===== config.mk =====
export PLATFORM = sky130hd
export DESIGN_NAME = ecgim_top
export DESIGN_NICKNAME = d
export VERILOG_FILES = /design/src/ecgim_pkg.sv /design/src/ecgim_top.sv /design/src/ecgim_flag.sv
export SDC_FILE = /design/constraint.sdc
export NUM_CORES = 1
export LEC_CHECK = 0
export ABC_AREA = 1
export BUFFER_PORTS_ARGS = -buffer_cell sky130_fd_sc_hd__buf_2
export CORE_ASPECT_RATIO = 0.5
export CORE_MARGIN = 5
export CORE_UTILIZATION = 53
export CTS_CLUSTER_SIZE = 20
export DETAILED_ROUTE_END_ITERATION = 10
export GPL_TIMING_DRIVEN = 0
export PLACE_DENSITY = 0.8
export RECOVER_POWER = 50
export REMOVE_ABC_BUFFERS = 1
export SLEW_MARGIN = 20
export SYNTH_ARGS = -nofsm -noshare
export SYNTH_HDL_FRONTEND = slang
export SYNTH_SLANG_ARGS = --single-unit

===== constraint.sdc =====
create_clock -name CLK_SYS -period 1.7 [get_ports CLK_SYS]
set_clock_uncertainty 0.1 [all_clocks]
set_input_delay 0.34 -clock CLK_SYS [delete_from_list [all_inputs] [get_ports CLK_SYS]]
set_output_delay 0.34 -clock CLK_SYS [all_outputs]
set_load 0.01 [all_outputs]

===== src/ecgim_pkg.sv =====
package ecgim_pkg;

  // ==========================================================
  // Register addresses (7-bit register port)
  localparam logic [6:0] ADDR_STATUS = 7'h01;
  localparam logic [6:0] ADDR_PRI_EN = 7'h02;
  localparam logic [6:0] ADDR_SEC_EN = 7'h03;
  localparam logic [6:0] ADDR_MNGR = 7'h04;
  localparam logic [6:0] ADDR_DYN = 7'h05;
  localparam logic [6:0] ADDR_BEAT_INTERVAL = 7'h20;

  // ==========================================================
  // Writable bit masks, reserved bits read as zero
  localparam logic [23:0] EN_MASK = 24'hf00f03;
  localparam logic [23:0] EN_FLAG_MASK = 24'hf00f00;
  localparam logic [23:0] MNGR_MASK = 24'hf80077;
  localparam logic [23:0] DYN_MASK = 24'hff0000;

  // ==========================================================
  // Reset values
  localparam logic [23:0] EN_RST = 24'h000003;
  localparam logic [23:0] MNGR_RST = 24'h780004;
  localparam logic [23:0] DYN_RST = 24'h3f0000;

  // ==========================================================
  // Status bit positions
  localparam int FILL_BIT = 23;
  localparam int OVERRUN_BIT = 22;
  localparam int QREC_BIT = 21;
  localparam int DETACH_BIT = 20;
  localparam int ATTACH_BIT = 11;
  localparam int BEAT_BIT = 10;
  localparam int TICK_BIT = 9;
  localparam int LOCK_BIT = 8;

  // ==========================================================
  // Field positions
  localparam int KIND_LSB = 0;
  localparam int THR_LSB = 19;
  localparam int QCLR_BIT = 6;
  localparam int BCLR_LSB = 4;
  localparam int TCLR_BIT = 2;
  localparam int RATE_LSB = 0;
  localparam int DYN_MODE_LSB = 22;
  localparam int DYN_TH_LSB = 16;

  // ==========================================================
  // Encodings
  typedef enum logic [1:0] {
    KIND_TRISTATE = 2'h0,
    KIND_PUSH_PULL = 2'h1,
    KIND_OPEN_DRAIN = 2'h2,
    KIND_OPEN_DRAIN_PU = 2'h3
  } ecgim_kind_t;

  localparam logic [1:0] BCLR_STATUS = 2'h0;
  localparam logic [1:0] BCLR_INTERVAL = 2'h1;
  localparam logic [1:0] BCLR_SELF = 2'h2;

  // Tick decimation masks for rate codes 00..11
  localparam logic [3:0] RATE_MASK_1 = 4'h0;
  localparam logic [3:0] RATE_MASK_2 = 4'h1;
  localparam logic [3:0] RATE_MASK_4 = 4'h3;
  localparam logic [3:0] RATE_MASK_16 = 4'hf;

  // Data-rate period measurement width and quarter shift
  localparam int PERIOD_W = 20;
  localparam int QUARTER_SHIFT = 2;
  localparam logic [19:0] PERIOD_MAX = 20'hfffff;
  localparam logic [19:0] PERIOD_ONE = 20'h00001;

endpackage : ecgim_pkg


===== src/ecgim_top.sv =====
// Overview of operation
// - Each enable register gates its own output: OR of enabled status terms.
// - Enable bits 23..20 and 11..8 map one-to-one to status bits.
// - After reset all enable bits are zero, both outputs idle.
// - Both interrupt outputs are active low.
// - Primary driver kind at bits 1..0: tristate, push-pull, open-drain, pullup.
// - Secondary register has its own driver kind field, reset 11.
// - Fill flag when unread records reach threshold plus one, reset 01111.
// - Recovery clear bit 0: flag follows recovery, then held until status read.
// - Recovery clear bit 1: read clears flag, sets again only on re-entry.
// - Beat flag clears on status read, interval read or next data cycle.
// - Tick clears on status read, or self-clears after quarter data cycle.
// - Tick issued every 1st, 2nd, 4th or 16th sample instant.
// - Dynamic-mode writes touch nothing but the recovery settings.
// - Fill flag stays set until enough records are read.
// - Beat flag raised on each detected heartbeat event.
// - Tick flag raised on decimated base-rate sampling instant.
`timescale 1ns/10ps
module ecgim_top (
  // Clock and reset
  input wire logic CLK_SYS,
  input wire logic RESETN,
  // Register port
  input wire logic REG_WR,
  input wire logic REG_RD,
  input wire logic REG_RD_DONE,
  input wire logic [6:0] REG_ADDR,
  input wire logic [23:0] REG_WDATA,
  output logic [23:0] REG_RDATA,
  // Status sources
  input wire logic [5:0] FIFO_UNREAD,
  input wire logic FIFO_OVERRUN_FLAG,
  input wire logic QUICK_RECOVERY_ACTIVE,
  input wire logic LEAD_DETACH_FLAG,
  input wire logic LEAD_ATTACH_FLAG,
  input wire logic LOCK_LOSS_FLAG,
  input wire logic BEAT_DETECT,
  input wire logic SAMPLE_INSTANT,
  // Primary interrupt pin
  output logic IRQ_OUT_PRIMARY_N_O,
  output logic IRQ_OUT_PRIMARY_OE,
  output logic IRQ_OUT_PRIMARY_PULLUP,
  // Secondary interrupt pin
  output logic IRQ_OUT_SECONDARY_N_O,
  output logic IRQ_OUT_SECONDARY_OE,
  output logic IRQ_OUT_SECONDARY_PULLUP,
  // Dynamic recovery settings
  output logic [1:0] QUICK_RECOVERY_MODE,
  output logic [5:0] QUICK_RECOVERY_THRESHOLD
);

  // ==========================================================
  // Registers
  logic [23:0] pri_en_ff;
  logic [23:0] sec_en_ff;
  logic [23:0] mngr_ff;
  logic [23:0] dyn_ff;
  logic fill_flag_ff;
  logic qrec_active_d_ff;
  logic [3:0] decim_ff;
  logic [19:0] period_run_ff;
  logic [19:0] period_ff;
  logic [19:0] tick_age_ff;
  logic quick_recovery_flag;
  logic beat_event_flag;
  logic sync_tick_flag;

  // ==========================================================
  // Decode
  wire wr_pri = REG_WR && (REG_ADDR == ecgim_pkg::ADDR_PRI_EN);
  wire wr_sec = REG_WR && (REG_ADDR == ecgim_pkg::ADDR_SEC_EN);
  wire wr_mngr = REG_WR && (REG_ADDR == ecgim_pkg::ADDR_MNGR);
  wire wr_dyn = REG_WR && (REG_ADDR == ecgim_pkg::ADDR_DYN);
  wire status_read = REG_RD_DONE &&
    (REG_ADDR == ecgim_pkg::ADDR_STATUS);
  wire interval_read = REG_RD_DONE &&
    (REG_ADDR == ecgim_pkg::ADDR_BEAT_INTERVAL);

  // Management fields
  wire [4:0] fifo_fill_threshold = mngr_ff[ecgim_pkg::THR_LSB +: 5];
  wire quick_recovery_clear_mode = mngr_ff[ecgim_pkg::QCLR_BIT];
  wire [1:0] beat_event_clear_mode = mngr_ff[ecgim_pkg::BCLR_LSB +: 2];
  wire tick_clear_mode = mngr_ff[ecgim_pkg::TCLR_BIT];
  wire [1:0] tick_rate_select = mngr_ff[ecgim_pkg::RATE_LSB +: 2];

  // ==========================================================
  // Register writes, only masked bits are stored
  always_ff @(posedge CLK_SYS or negedge RESETN) begin
    if (!RESETN) begin
      pri_en_ff <= ecgim_pkg::EN_RST;
      sec_en_ff <= ecgim_pkg::EN_RST;
      mngr_ff <= ecgim_pkg::MNGR_RST;
      dyn_ff <= ecgim_pkg::DYN_RST;
    end else begin
      if (wr_pri) pri_en_ff <= REG_WDATA & ecgim_pkg::EN_MASK;
      if (wr_sec) sec_en_ff <= REG_WDATA & ecgim_pkg::EN_MASK;
      if (wr_mngr) mngr_ff <= REG_WDATA & ecgim_pkg::MNGR_MASK;
      if (wr_dyn) dyn_ff <= REG_WDATA & ecgim_pkg::DYN_MASK;
    end
  end

  // ==========================================================
  // Fill flag is a pure level, so it drops as soon as enough records are read
  // threshold compare
  wire fill_level = FIFO_UNREAD >= ({1'b0, fifo_fill_threshold} + 6'h01);

  always_ff @(posedge CLK_SYS or negedge RESETN) begin
    if (!RESETN) fill_flag_ff <= 1'b0;
    else fill_flag_ff <= fill_level;
  end

  // ==========================================================
  // Quick recovery flag
  always_ff @(posedge CLK_SYS or negedge RESETN) begin
    if (!RESETN) qrec_active_d_ff <= 1'b0;
    else qrec_active_d_ff <= QUICK_RECOVERY_ACTIVE;
  end

  wire qrec_entry = QUICK_RECOVERY_ACTIVE && !qrec_active_d_ff;
  // entry-only set in clear mode 1
  wire qrec_set = quick_recovery_clear_mode ? qrec_entry :
    QUICK_RECOVERY_ACTIVE;

  ecgim_flag u_qrec_flag (
    .clk(CLK_SYS),
    .resetn(RESETN),
    .set(qrec_set),
    .clr(status_read),
    .flag_ff(quick_recovery_flag)
  );

  // ==========================================================
  // Beat flag, self-clear waits for the next data-rate instant
  // clear selection
  wire beat_clr =
    (beat_event_clear_mode == ecgim_pkg::BCLR_INTERVAL) ? interval_read :
    (beat_event_clear_mode == ecgim_pkg::BCLR_SELF) ? SAMPLE_INSTANT :
    status_read;

  ecgim_flag u_beat_flag (
    .clk(CLK_SYS),
    .resetn(RESETN),
    .set(BEAT_DETECT),
    .clr(beat_clr),
    .flag_ff(beat_event_flag)
  );

  // ==========================================================
  // Tick decimation and data-rate period measurement
  wire [3:0] rate_mask =
    (tick_rate_select == 2'h3) ? ecgim_pkg::RATE_MASK_16 :
    (tick_rate_select == 2'h2) ? ecgim_pkg::RATE_MASK_4 :
    (tick_rate_select == 2'h1) ? ecgim_pkg::RATE_MASK_2 :
    ecgim_pkg::RATE_MASK_1;
  wire tick_hit = SAMPLE_INSTANT && ((decim_ff & rate_mask) == 4'h0);
  wire [19:0] quarter_raw = period_ff >> ecgim_pkg::QUARTER_SHIFT;
  // Before the first period is known the pulse lasts one cycle
  wire [19:0] quarter = (quarter_raw == 20'h0) ? ecgim_pkg::PERIOD_ONE :
    quarter_raw;
  wire tick_clr = tick_clear_mode ? (tick_age_ff >= quarter) :
    status_read;

  always_ff @(posedge CLK_SYS or negedge RESETN) begin
    if (!RESETN) begin
      decim_ff <= 4'h0;
      period_run_ff <= 20'h0;
      period_ff <= 20'h0;
    end else if (SAMPLE_INSTANT) begin
      decim_ff <= decim_ff + 4'h1;
      period_run_ff <= ecgim_pkg::PERIOD_ONE;
      period_ff <= period_run_ff;
    end else if (period_run_ff != ecgim_pkg::PERIOD_MAX) begin
      period_run_ff <= period_run_ff + 20'h1;
    end
  end

  // Age of the tick flag, saturating
  always_ff @(posedge CLK_SYS or negedge RESETN) begin
    if (!RESETN) tick_age_ff <= 20'h0;
    else if (tick_hit) tick_age_ff <= ecgim_pkg::PERIOD_ONE;
    else if (sync_tick_flag && tick_age_ff != ecgim_pkg::PERIOD_MAX)
      tick_age_ff <= tick_age_ff + 20'h1;
  end

  ecgim_flag u_tick_flag (
    .clk(CLK_SYS),
    .resetn(RESETN),
    .set(tick_hit),
    .clr(tick_clr),
    .flag_ff(sync_tick_flag)
  );

  // ==========================================================
  // Status vector and interrupt OR terms
  logic [23:0] status_vec;
  always_comb begin
    status_vec = 24'h0;
    status_vec[ecgim_pkg::FILL_BIT] = fill_flag_ff;
    status_vec[ecgim_pkg::OVERRUN_BIT] = FIFO_OVERRUN_FLAG;
    status_vec[ecgim_pkg::QREC_BIT] = quick_recovery_flag;
    status_vec[ecgim_pkg::DETACH_BIT] = LEAD_DETACH_FLAG;
    status_vec[ecgim_pkg::ATTACH_BIT] = LEAD_ATTACH_FLAG;
    status_vec[ecgim_pkg::BEAT_BIT] = beat_event_flag;
    status_vec[ecgim_pkg::TICK_BIT] = sync_tick_flag;
    status_vec[ecgim_pkg::LOCK_BIT] = LOCK_LOSS_FLAG;
  end

  wire pri_act = |(status_vec & pri_en_ff & ecgim_pkg::EN_FLAG_MASK);
  wire sec_act = |(status_vec & sec_en_ff & ecgim_pkg::EN_FLAG_MASK);
  wire [1:0] pri_kind = pri_en_ff[ecgim_pkg::KIND_LSB +: 2];
  wire [1:0] sec_kind = sec_en_ff[ecgim_pkg::KIND_LSB +: 2];

  // primary and secondary driver kind, low when active
  wire nxt_pri_o = (pri_kind == ecgim_pkg::KIND_PUSH_PULL) ? !pri_act :
    (pri_kind == ecgim_pkg::KIND_TRISTATE);
  wire nxt_pri_oe = (pri_kind == ecgim_pkg::KIND_PUSH_PULL) ||
    ((pri_kind != ecgim_pkg::KIND_TRISTATE) && pri_act);
  wire nxt_sec_o = (sec_kind == ecgim_pkg::KIND_PUSH_PULL) ? !sec_act :
    (sec_kind == ecgim_pkg::KIND_TRISTATE);
  wire nxt_sec_oe = (sec_kind == ecgim_pkg::KIND_PUSH_PULL) ||
    ((sec_kind != ecgim_pkg::KIND_TRISTATE) && sec_act);

  // ==========================================================
  // registered pin stage
  always_ff @(posedge CLK_SYS or negedge RESETN) begin
    if (!RESETN) begin
      IRQ_OUT_PRIMARY_N_O <= 1'b1;
      IRQ_OUT_PRIMARY_OE <= 1'b0;
      IRQ_OUT_PRIMARY_PULLUP <= 1'b1;
      IRQ_OUT_SECONDARY_N_O <= 1'b1;
      IRQ_OUT_SECONDARY_OE <= 1'b0;
      IRQ_OUT_SECONDARY_PULLUP <= 1'b1;
    end else begin
      IRQ_OUT_PRIMARY_N_O <= nxt_pri_o;
      IRQ_OUT_PRIMARY_OE <= nxt_pri_oe;
      IRQ_OUT_PRIMARY_PULLUP <= pri_kind == ecgim_pkg::KIND_OPEN_DRAIN_PU;
      IRQ_OUT_SECONDARY_N_O <= nxt_sec_o;
      IRQ_OUT_SECONDARY_OE <= nxt_sec_oe;
      IRQ_OUT_SECONDARY_PULLUP <= sec_kind == ecgim_pkg::KIND_OPEN_DRAIN_PU;
    end
  end

  // ==========================================================
  // Read data, registered one cycle after the read strobe
  wire [23:0] nxt_rdata =
    (REG_ADDR == ecgim_pkg::ADDR_STATUS) ? status_vec :
    (REG_ADDR == ecgim_pkg::ADDR_PRI_EN) ? pri_en_ff :
    (REG_ADDR == ecgim_pkg::ADDR_SEC_EN) ? sec_en_ff :
    (REG_ADDR == ecgim_pkg::ADDR_MNGR) ? mngr_ff :
    (REG_ADDR == ecgim_pkg::ADDR_DYN) ? dyn_ff : 24'h0;

  always_ff @(posedge CLK_SYS or negedge RESETN) begin
    if (!RESETN) begin
      REG_RDATA <= 24'h0;
      QUICK_RECOVERY_MODE <= 2'h0;
      QUICK_RECOVERY_THRESHOLD <= 6'h0;
    end else begin
      if (REG_RD) REG_RDATA <= nxt_rdata;
      QUICK_RECOVERY_MODE <= dyn_ff[ecgim_pkg::DYN_MODE_LSB +: 2];
      QUICK_RECOVERY_THRESHOLD <= dyn_ff[ecgim_pkg::DYN_TH_LSB +: 6];
    end
  end
endmodule : ecgim_top


===== src/ecgim_flag.sv =====
`timescale 1ns/10ps
module ecgim_flag (
  // Clock and reset
  input wire logic clk,
  input wire logic resetn,
  // Event and clear
  input wire logic set,
  input wire logic clr,
  // Sticky flag
  output logic flag_ff
);

  // ==========================================================
  // Sticky flag, set wins so an event is never lost on a clear
  always_ff @(posedge clk or negedge resetn) begin
    if (!resetn) begin
      flag_ff <= 1'b0;
    end else if (set) begin
      flag_ff <= 1'b1;
    end else if (clr) begin
      flag_ff <= 1'b0;
    end
  end

endmodule : ecgim_flag


; ---- Word-level counts from Yosys, hierarchy flattened
; Cells that the tools add are included.
[op_classes]
addsub = 4
n_lt_le_gt_ge = 2
n_eq_ne = 17
n_mux = 25
bitwise_logic = 3
reduce_logical = 29
[ops]
columns = cell, n
row1 = 24-bit two-way mux, 5
row2 = 20-bit two-way mux, 4
row3 = 24-bit bitwise AND, 2
row4 = 20-bit by 1-bit adder with 20-bit output (second input constant), 2
row5 = 20-bit inequality test (second input constant), 2
row6 = 20-bit by 18-bit greater-or-equal comparator with 1-bit output, 1
row7 = 20-bit zero test, 1
row8 = 18-bit two-way mux, 1
row9 = 8-bit OR reduction, 2
row10 = 7-bit by 2-bit equality test with 1-bit output (second input constant), 2
row11 = 7-bit by 3-bit equality test with 1-bit output (second input constant), 2
row12 = 2-bit nonzero test, 7
row13 = 1-bit two-way mux, 13
row14 = 1-bit logical AND, 11
row15 = 2-bit equality test (second input constant), 5
row16 = 2-bit by 1-bit equality test with 1-bit output (second input constant), 4
row17 = 7-bit by 1-bit equality test with 1-bit output (second input constant), 1
row18 = 7-bit by 6-bit equality test with 1-bit output (second input constant), 1
row19 = 5-bit by 1-bit adder with 6-bit output (second input constant), 1
row20 = 6-bit greater-or-equal comparator, 1
row21 = 4-bit by 1-bit adder with 4-bit output (second input constant), 1
row22 = 4-bit bitwise AND, 1
row23 = 2-bit zero test, 2
row24 = 4-bit zero test, 1
row25 = 4 further kinds, 7
[word_totals]
reg_bits = 146

; ---- Longest topological paths before layout
[logic_depth]
ltp_word = 8
ltp_mapped = 15
depth_no_buf = 15

; ---- Hierarchy
; A second synthesis with hierarchy kept.
[unflattened]
cells_unflattened = 940
area_unflattened_um2 = 7492.2
[by_module_without_submodules]
columns = mod, n_inst, cells_each, area_per_inst_um2, seq_area_each_um2
row1 = ecgim_top, 1, 925, 7372.1, 3402.0
row2 = ecgim_flag, 3, 5, 40.0, 25.0

; ---- Least setup slack after synthesis
; Ideal clock, no wire load.
[synth_timing]
kind = register -> register
startpoint = register mngr_ff[19]
endpoint = register fill_flag_ff
arrival_ns = 1.487
required_time_ns = 1.461
path_slack_ns = -0.026
path_stages_with_launch = 9
path_buffers = 0
synth_period_minus_slack_ns = 1.726
cell_sequence = dfstp_2 > ha_1 > nand3_1 > xor2_1 > ha_1 > nand2_1 > inv_1 > o211ai_1 > o2111ai_1
[synth_between]
elab_chain_len = 2
[synth_lines]
columns = element, line
row1 = "start, declared", ecgim_top.sv:56  ; logic [23:0] mngr_ff;
row2 = "start signal, assigned", ecgim_top.sv:92  ; mngr_ff <= ecgim_pkg::MNGR_RST;
row3 = "start signal, assigned", ecgim_top.sv:97  ; if (wr_mngr) mngr_ff <= REG_WDATA & ecgim_pkg::MNGR_MASK;
row4 = 5-bit by 1-bit adder with 6-bit output, ecgim_top.sv:105  ; wire fill_level = FIFO_UNREAD >= ({1'b0, fifo_fill_threshold} + 6'h01);
row5 = 6-bit greater-or-equal comparator, ecgim_top.sv:105
row6 = named net fill_level, ecgim_top.sv:105
row7 = "end signal, assigned", ecgim_top.sv:109  ; else fill_flag_ff <= fill_level;
row8 = "end, declared", ecgim_top.sv:58  ; logic fill_flag_ff;
; The timed path passes the listed nets, and every way through them passes these cells.
; A chain may end at the register's enable or synchronous reset.

; ---- Final worst setup path
[layout_timing]
startpoint = register period_ff[16]
endpoint = register u_tick_flag.flag_ff
[layout_between]
elab_chain_len = 5
[layout_lines]
columns = element, line
row1 = "start, declared", ecgim_top.sv:62  ; logic [19:0] period_ff;
row2 = "start signal, assigned", ecgim_top.sv:171  ; period_ff <= period_run_ff;
row3 = 20-bit zero test, ecgim_top.sv:158  ; wire [19:0] quarter = (quarter_raw == 20'h0) ? ecgim_pkg::PERIOD_ONE :
row4 = 18-bit two-way mux (*), ecgim_top.sv:158
row5 = 20-bit by 18-bit greater-or-equal comparator with 1-bit output (*), ecgim_top.sv:160  ; wire tick_clr = tick_clear_mode ? (tick_age_ff >= quarter) :
row6 = 1-bit two-way mux (*), ecgim_top.sv:160
row7 = 2-bit nonzero test (no line) (*), -
row8 = "end signal, assigned", ecgim_flag.sv:17  ; flag_ff <= 1'b0;
row9 = "end signal, assigned", ecgim_flag.sv:19  ; flag_ff <= 1'b1;
row10 = "end signal, assigned", ecgim_flag.sv:21  ; flag_ff <= 1'b0;
row11 = "end, declared", ecgim_flag.sv:10  ; output logic flag_ff
; Every way passes the cells marked *; elsewhere a longest branch is shown, timed or not.

==> metrics.txt <==
# TYPE chip_impl_metric gauge
chip_impl_info{name="regToRegEndpoint",value="u_tick_flag.flag_ff"} 1
chip_impl_metric{name="ys_async_sr_fraction",unit="%"} 100
chip_impl_metric{name="postRouteWirelength",unit="mm"} 20.1
chip_impl_metric{name="relSlewSlack",unit="%"} 45.7
chip_impl_info{name="whs_endpoint",value="u_beat_flag.flag_ff"} 1
chip_impl_metric{name="clock_latency_of_the_later_clocked_register_in_the_worst_skew_pair",unit="ps"} 430
chip_impl_metric{name="power.density",unit="mW/mm^2"} 984
chip_impl_metric{name="met3_length",unit="mm"} 1.69
chip_impl_info{name="rsz0062_at_grt",value="true"} 1
chip_impl_info{name="worst-setup-path-type",value="reg -> reg"} 1
chip_impl_metric{name="detailedPlace.worstSlack",unit="ps"} -644
chip_impl_metric{name="yosysWarningCount",unit=""} 0
chip_impl_info{name="ctsRootBufferMaster",value="clkbuf_16"} 1
chip_impl_metric{name="postPlaceCellArea",unit="sq mm"} 0.00787
chip_impl_metric{name="avgRoutedWirePerCell",unit="um"} 16.5
chip_impl_metric{name="cts-htree-levels",unit=""} 4
chip_impl_metric{name="initial_utilization",unit="%"} 54.4
chip_impl_metric{name="layout_min_cycle_time",unit="ps"} 1940
chip_impl_metric{name="drive_gt1_share",unit="%"} 24.3
chip_impl_metric{name="met2_length",unit="mm"} 9.65
chip_impl_metric{name="dieArea",unit="sq mm"} 0.0165
chip_impl_metric{name="first_pass_grt_wire_length",unit="mm"} 31.7
chip_impl_metric{name="r2r_setup_slack",unit="ps"} -240
chip_impl_metric{name="netlist-cell-type-count",unit=""} 45
chip_impl_metric{name="max-cap-violations",unit=""} 0
chip_impl_metric{name="pin_count",unit=""} 87
chip_impl_info{name="worstReg2RegStart",value="period_ff[16]"} 1
chip_impl_metric{name="static-leakage-power",unit="nW"} 4.58
chip_impl_info{name="crit_chain",value="inv_2 > nand4_1 > nor3_2 > a31o_2 > ha_1 > nand2_1 > nor2_2 > nand2_1 > nand3b_1 > nand4_1 > nand2_1 > nand2_1 > nand2_1"} 1
chip_impl_metric{name="syn_area",unit="sq mm"} 0.00739
chip_impl_metric{name="combPwrFrac",unit="%"} 14.9
chip_impl_metric{name="n_fill_cell",unit=""} 973
chip_impl_metric{name="clkPwrFrac",unit="%"} 43.4
chip_impl_metric{name="antenna_left",unit=""} 0
chip_impl_metric{name="postLayoutCellArea",unit="sq mm"} 0.00911
chip_impl_metric{name="p_int",unit="mW"} 6.40
chip_impl_metric{name="clock_pin_slew_on_the_worst_setup_and_hold_paths",unit="ps"} 60
chip_impl_metric{name="track_usage",unit="%"} 23.9
chip_impl_metric{name="core",unit="sq mm"} 0.0136
chip_impl_metric{name="grt_overflow",unit=""} 0
chip_impl_info{name="cp_slowest_cell",value="dfrtp_1"} 1
chip_impl_info{name="hold_class",value="in -> reg"} 1
chip_impl_info{name="violated_checks",value="setup timing"} 1
chip_impl_metric{name="grt_antenna_before_repair",unit=""} 0
chip_impl_info{name="critical_path.top_delay_family",value="simple AND/OR/NAND/NOR gates"} 1
chip_impl_metric{name="vdd_drop_max",unit="mV"} 0.785
chip_impl_info{name="synth_area_leader",value="dfrtp_1"} 1
chip_impl_metric{name="critPathMaxStageDelay",unit="ps"} 370
chip_impl_metric{name="place.port_buffers",unit=""} 74
chip_impl_metric{name="yosysSeqAreaShare",unit="%"} 47.1
chip_impl_metric{name="final_min_period_over_clock_period",unit="%"} 114
chip_impl_metric{name="antenna_diodes",unit=""} 0
chip_impl_metric{name="drv_slew",unit=""} 0
chip_impl_metric{name="route.detailed.drc",unit=""} 0
chip_impl_info{name="status",value="finished with violations"} 1
chip_impl_info{name="cts_tree",value="built"} 1
chip_impl_metric{name="yosys_register_bits",unit=""} 138
chip_impl_metric{name="tightestPinTransition",unit="ps"} 814
chip_impl_metric{name="crit_buf_inv",unit=""} 1
chip_impl_metric{name="worstHoldPathCells",unit=""} 2
chip_impl_metric{name="swShare",unit="%"} 28.5
chip_impl_metric{name="cts-buffers-inserted",unit=""} 17
chip_impl_info{name="timing.critical_path.to_type",value="register"} 1
chip_impl_metric{name="setup_viol",unit=""} 33
chip_impl_metric{name="die_w",unit="um"} 177
chip_impl_metric{name="cts.sink_count",unit=""} 138
chip_impl_metric{name="dr_total_vias",unit=""} 6866
chip_impl_metric{name="gp_congestion",unit=""} 0.888
chip_impl_metric{name="area.sequential",unit="sq mm"} 0.00349
chip_impl_metric{name="worstPathMaxFanout",unit=""} 3
chip_impl_metric{name="area_growth_syn_to_layout",unit="%"} 23.3
chip_impl_metric{name="vias_per_cell",unit=""} 5.64
chip_impl_metric{name="first_pass_iters",unit=""} 6
chip_impl_metric{name="maximum_achievable_frequency",unit="MHz"} 515
chip_impl_metric{name="area_used_by_multi_input_combinational_logic",unit="sq mm"} 0.00361
chip_impl_metric{name="initialDrtViolationCount",unit=""} 734
chip_impl_metric{name="switchingPower",unit="mW"} 2.56
chip_impl_metric{name="reg2reg_depth",unit=""} 13
chip_impl_metric{name="place.detailed.hpwl",unit="mm"} 12.4
chip_impl_metric{name="max-clock-path-buffers",unit=""} 2
chip_impl_info{name="ys_top_cells_by_area",value="dfrtp_1, nand2_1, dfstp_2"} 1
chip_impl_metric{name="netlist.area_leader.share",unit="%"} 40.3
chip_impl_metric{name="synth_instances",unit=""} 903
chip_impl_metric{name="report.final.hold_viol_count",unit=""} 0
chip_impl_metric{name="grt_max_degree",unit=""} 81
chip_impl_metric{name="fin_ws",unit="ps"} -240
chip_impl_info{name="critPathMostFrequentCell",value="nand2_1"} 1
chip_impl_metric{name="seq_power_share",unit="%"} 41.8
chip_impl_info{name="synth_most_common_cell",value="nand2_1"} 1
chip_impl_info{name="worst_setup_path_start_kind",value="register"} 1
chip_impl_metric{name="wl_met1",unit="mm"} 8.16
chip_impl_metric{name="arrival",unit="ps"} 2130
chip_impl_info{name="hold_start",value="BEAT_DETECT"} 1
chip_impl_metric{name="critical_path_required",unit="ps"} 1890
chip_impl_info{name="highest_layer",value="met4"} 1
chip_impl_info{name="netlist_top_cells_count",value="nand2_1, dfrtp_1, inv_1"} 1
chip_impl_info{name="ys.flop_type",value="dfrtp_1"} 1
chip_impl_metric{name="finalNetCount",unit=""} 1090
chip_impl_metric{name="die_height",unit="um"} 93.5
chip_impl_metric{name="syn_area_per_cell",unit="sq um"} 8.18
chip_impl_metric{name="first_global_vias",unit=""} 6516
chip_impl_metric{name="synth_edf_count",unit=""} 0
chip_impl_metric{name="placementRows",unit=""} 30
-- layer usage --
metal	vias up	track usage (%)
li1	3172	-
met4	0	10.3
met2	390	40.1
met5	-	0
met1	3239	29.8
met3	65	5.53
-- sequential cells by signal, summed over array words and instances (netlist names), 2 cells and up --
register	flops
pri_en_ff	10
sec_en_ff	10
period_ff	18
QUICK_RECOVERY_MODE	2
period_run_ff	20
decim_ff	4
REG_RDATA	18
tick_age_ff	20
QUICK_RECOVERY_THRESHOLD	6
mngr_ff	11
dyn_ff	8
-- cell usage in the layout (no fill, tap or decap), types with 4 or more instances in the layout --
cell type and count:
nand2_1 237, dfrtp_1 109, inv_1 100, nand3_1 71, buf_2 71, nor2_1 49, o21ai_0 44, o21ai_1 35
buf_4 34, ha_1 24, nand4_1 20, a21oi_1 19, clkbuf_16 17, inv_2 16, dfstp_2 13, dfrtp_2 10
nor2_2 9, xnor2_1 9, nor3_1 9, nand2_2 8, xor2_1 7, a22o_1 6, a31oi_1 6, nand2_4 6
nor3_4 6, conb_1 6, dfstp_1 6, a21oi_2 5, nor2_4 5, inv_6 5, o31ai_1 4, ha_4 4
-- how the worst max path moves through the flow --
stage | startpoint | endpoint | slack [ps] | depth (start not counted)
after floorplan | mngr_ff[1] | tick_age_ff[2] | -550 | 5
after global placement | RESETN | QUICK_RECOVERY_THRESHOLD[0] | -1660 | 1
after detailed placement | SAMPLE_INSTANT | period_run_ff[0] | -640 | 5
after CTS | period_ff[15] | u_tick_flag.flag_ff | -260 | 13
after global routing | period_ff[16] | u_tick_flag.flag_ff | -380 | 13
final | period_ff[16] | u_tick_flag.flag_ff | -240 | 13
-- metrics by stage --
stage | hold slack [ps] | total power, mW | utilization (%) | setup TNS [ps] | std cells
finish | 28.6 | 8.96 | 67.0 | -2190 | 1218
CTS | 27.4 | 8.88 | 65.3 | -575 | 1206
floorplan | -55.6 | 4.36 | - | -8820 | 878
global placement | 290 | 4.73 | 57.5 | -256560 | 1144
global route | 36.9 | 9.30 | 67.0 | -4350 | 1218
detailed placement | 200 | 4.80 | 57.9 | -31780 | 1145
-- power groups by stage --
stage                     clock network (mW)  registers (mW)  logic [mW]
after detailed placement                   0            3.78        1.02
after global placement                     0            3.77       0.953
after CTS                               3.88            3.73        1.27
final                                   3.89            3.74        1.33
after global routing                    4.07            3.77        1.47
after floorplan                            0            3.75       0.617
-- timing repair --
action | in CTS | in global routing
pin swaps | 17 | 15
hold buffers | 2 | 0
gates cloned | 4 | 0
resized for setup | 38 | 40
hold endpoints to repair | 51 | 0
buffers inserted | 23 | 12
setup endpoints to repair | 39 | 55
-- cell type report --
class	count	share of cell area [%]
multi-input combinational	627	39.6
sequential	138	38.3
timing repair buffer	112	7.87
inverter	117	4.85
clock buffer	18	4.71
tap	192	2.64
clock inverter	14	2.02
-- cells by family (layout without fill, tap and decap cells) --
logic type                 Yosys count  after routing  share of synthesized area, %
and+or+nand+nor                    434            436                          26.5
adders and majority gates           28             28                          4.74
muxes                                4              4                         0.610
AOI/OAI and AO/OA                  134            136                          10.4
xor gates and xnor gates            17             17                          2.01
DFF                                138            138                          47.1
buffers and inverters              147            261                          8.65
other                                1              6                        0.0507
Power figures use the tool's default switching activity.
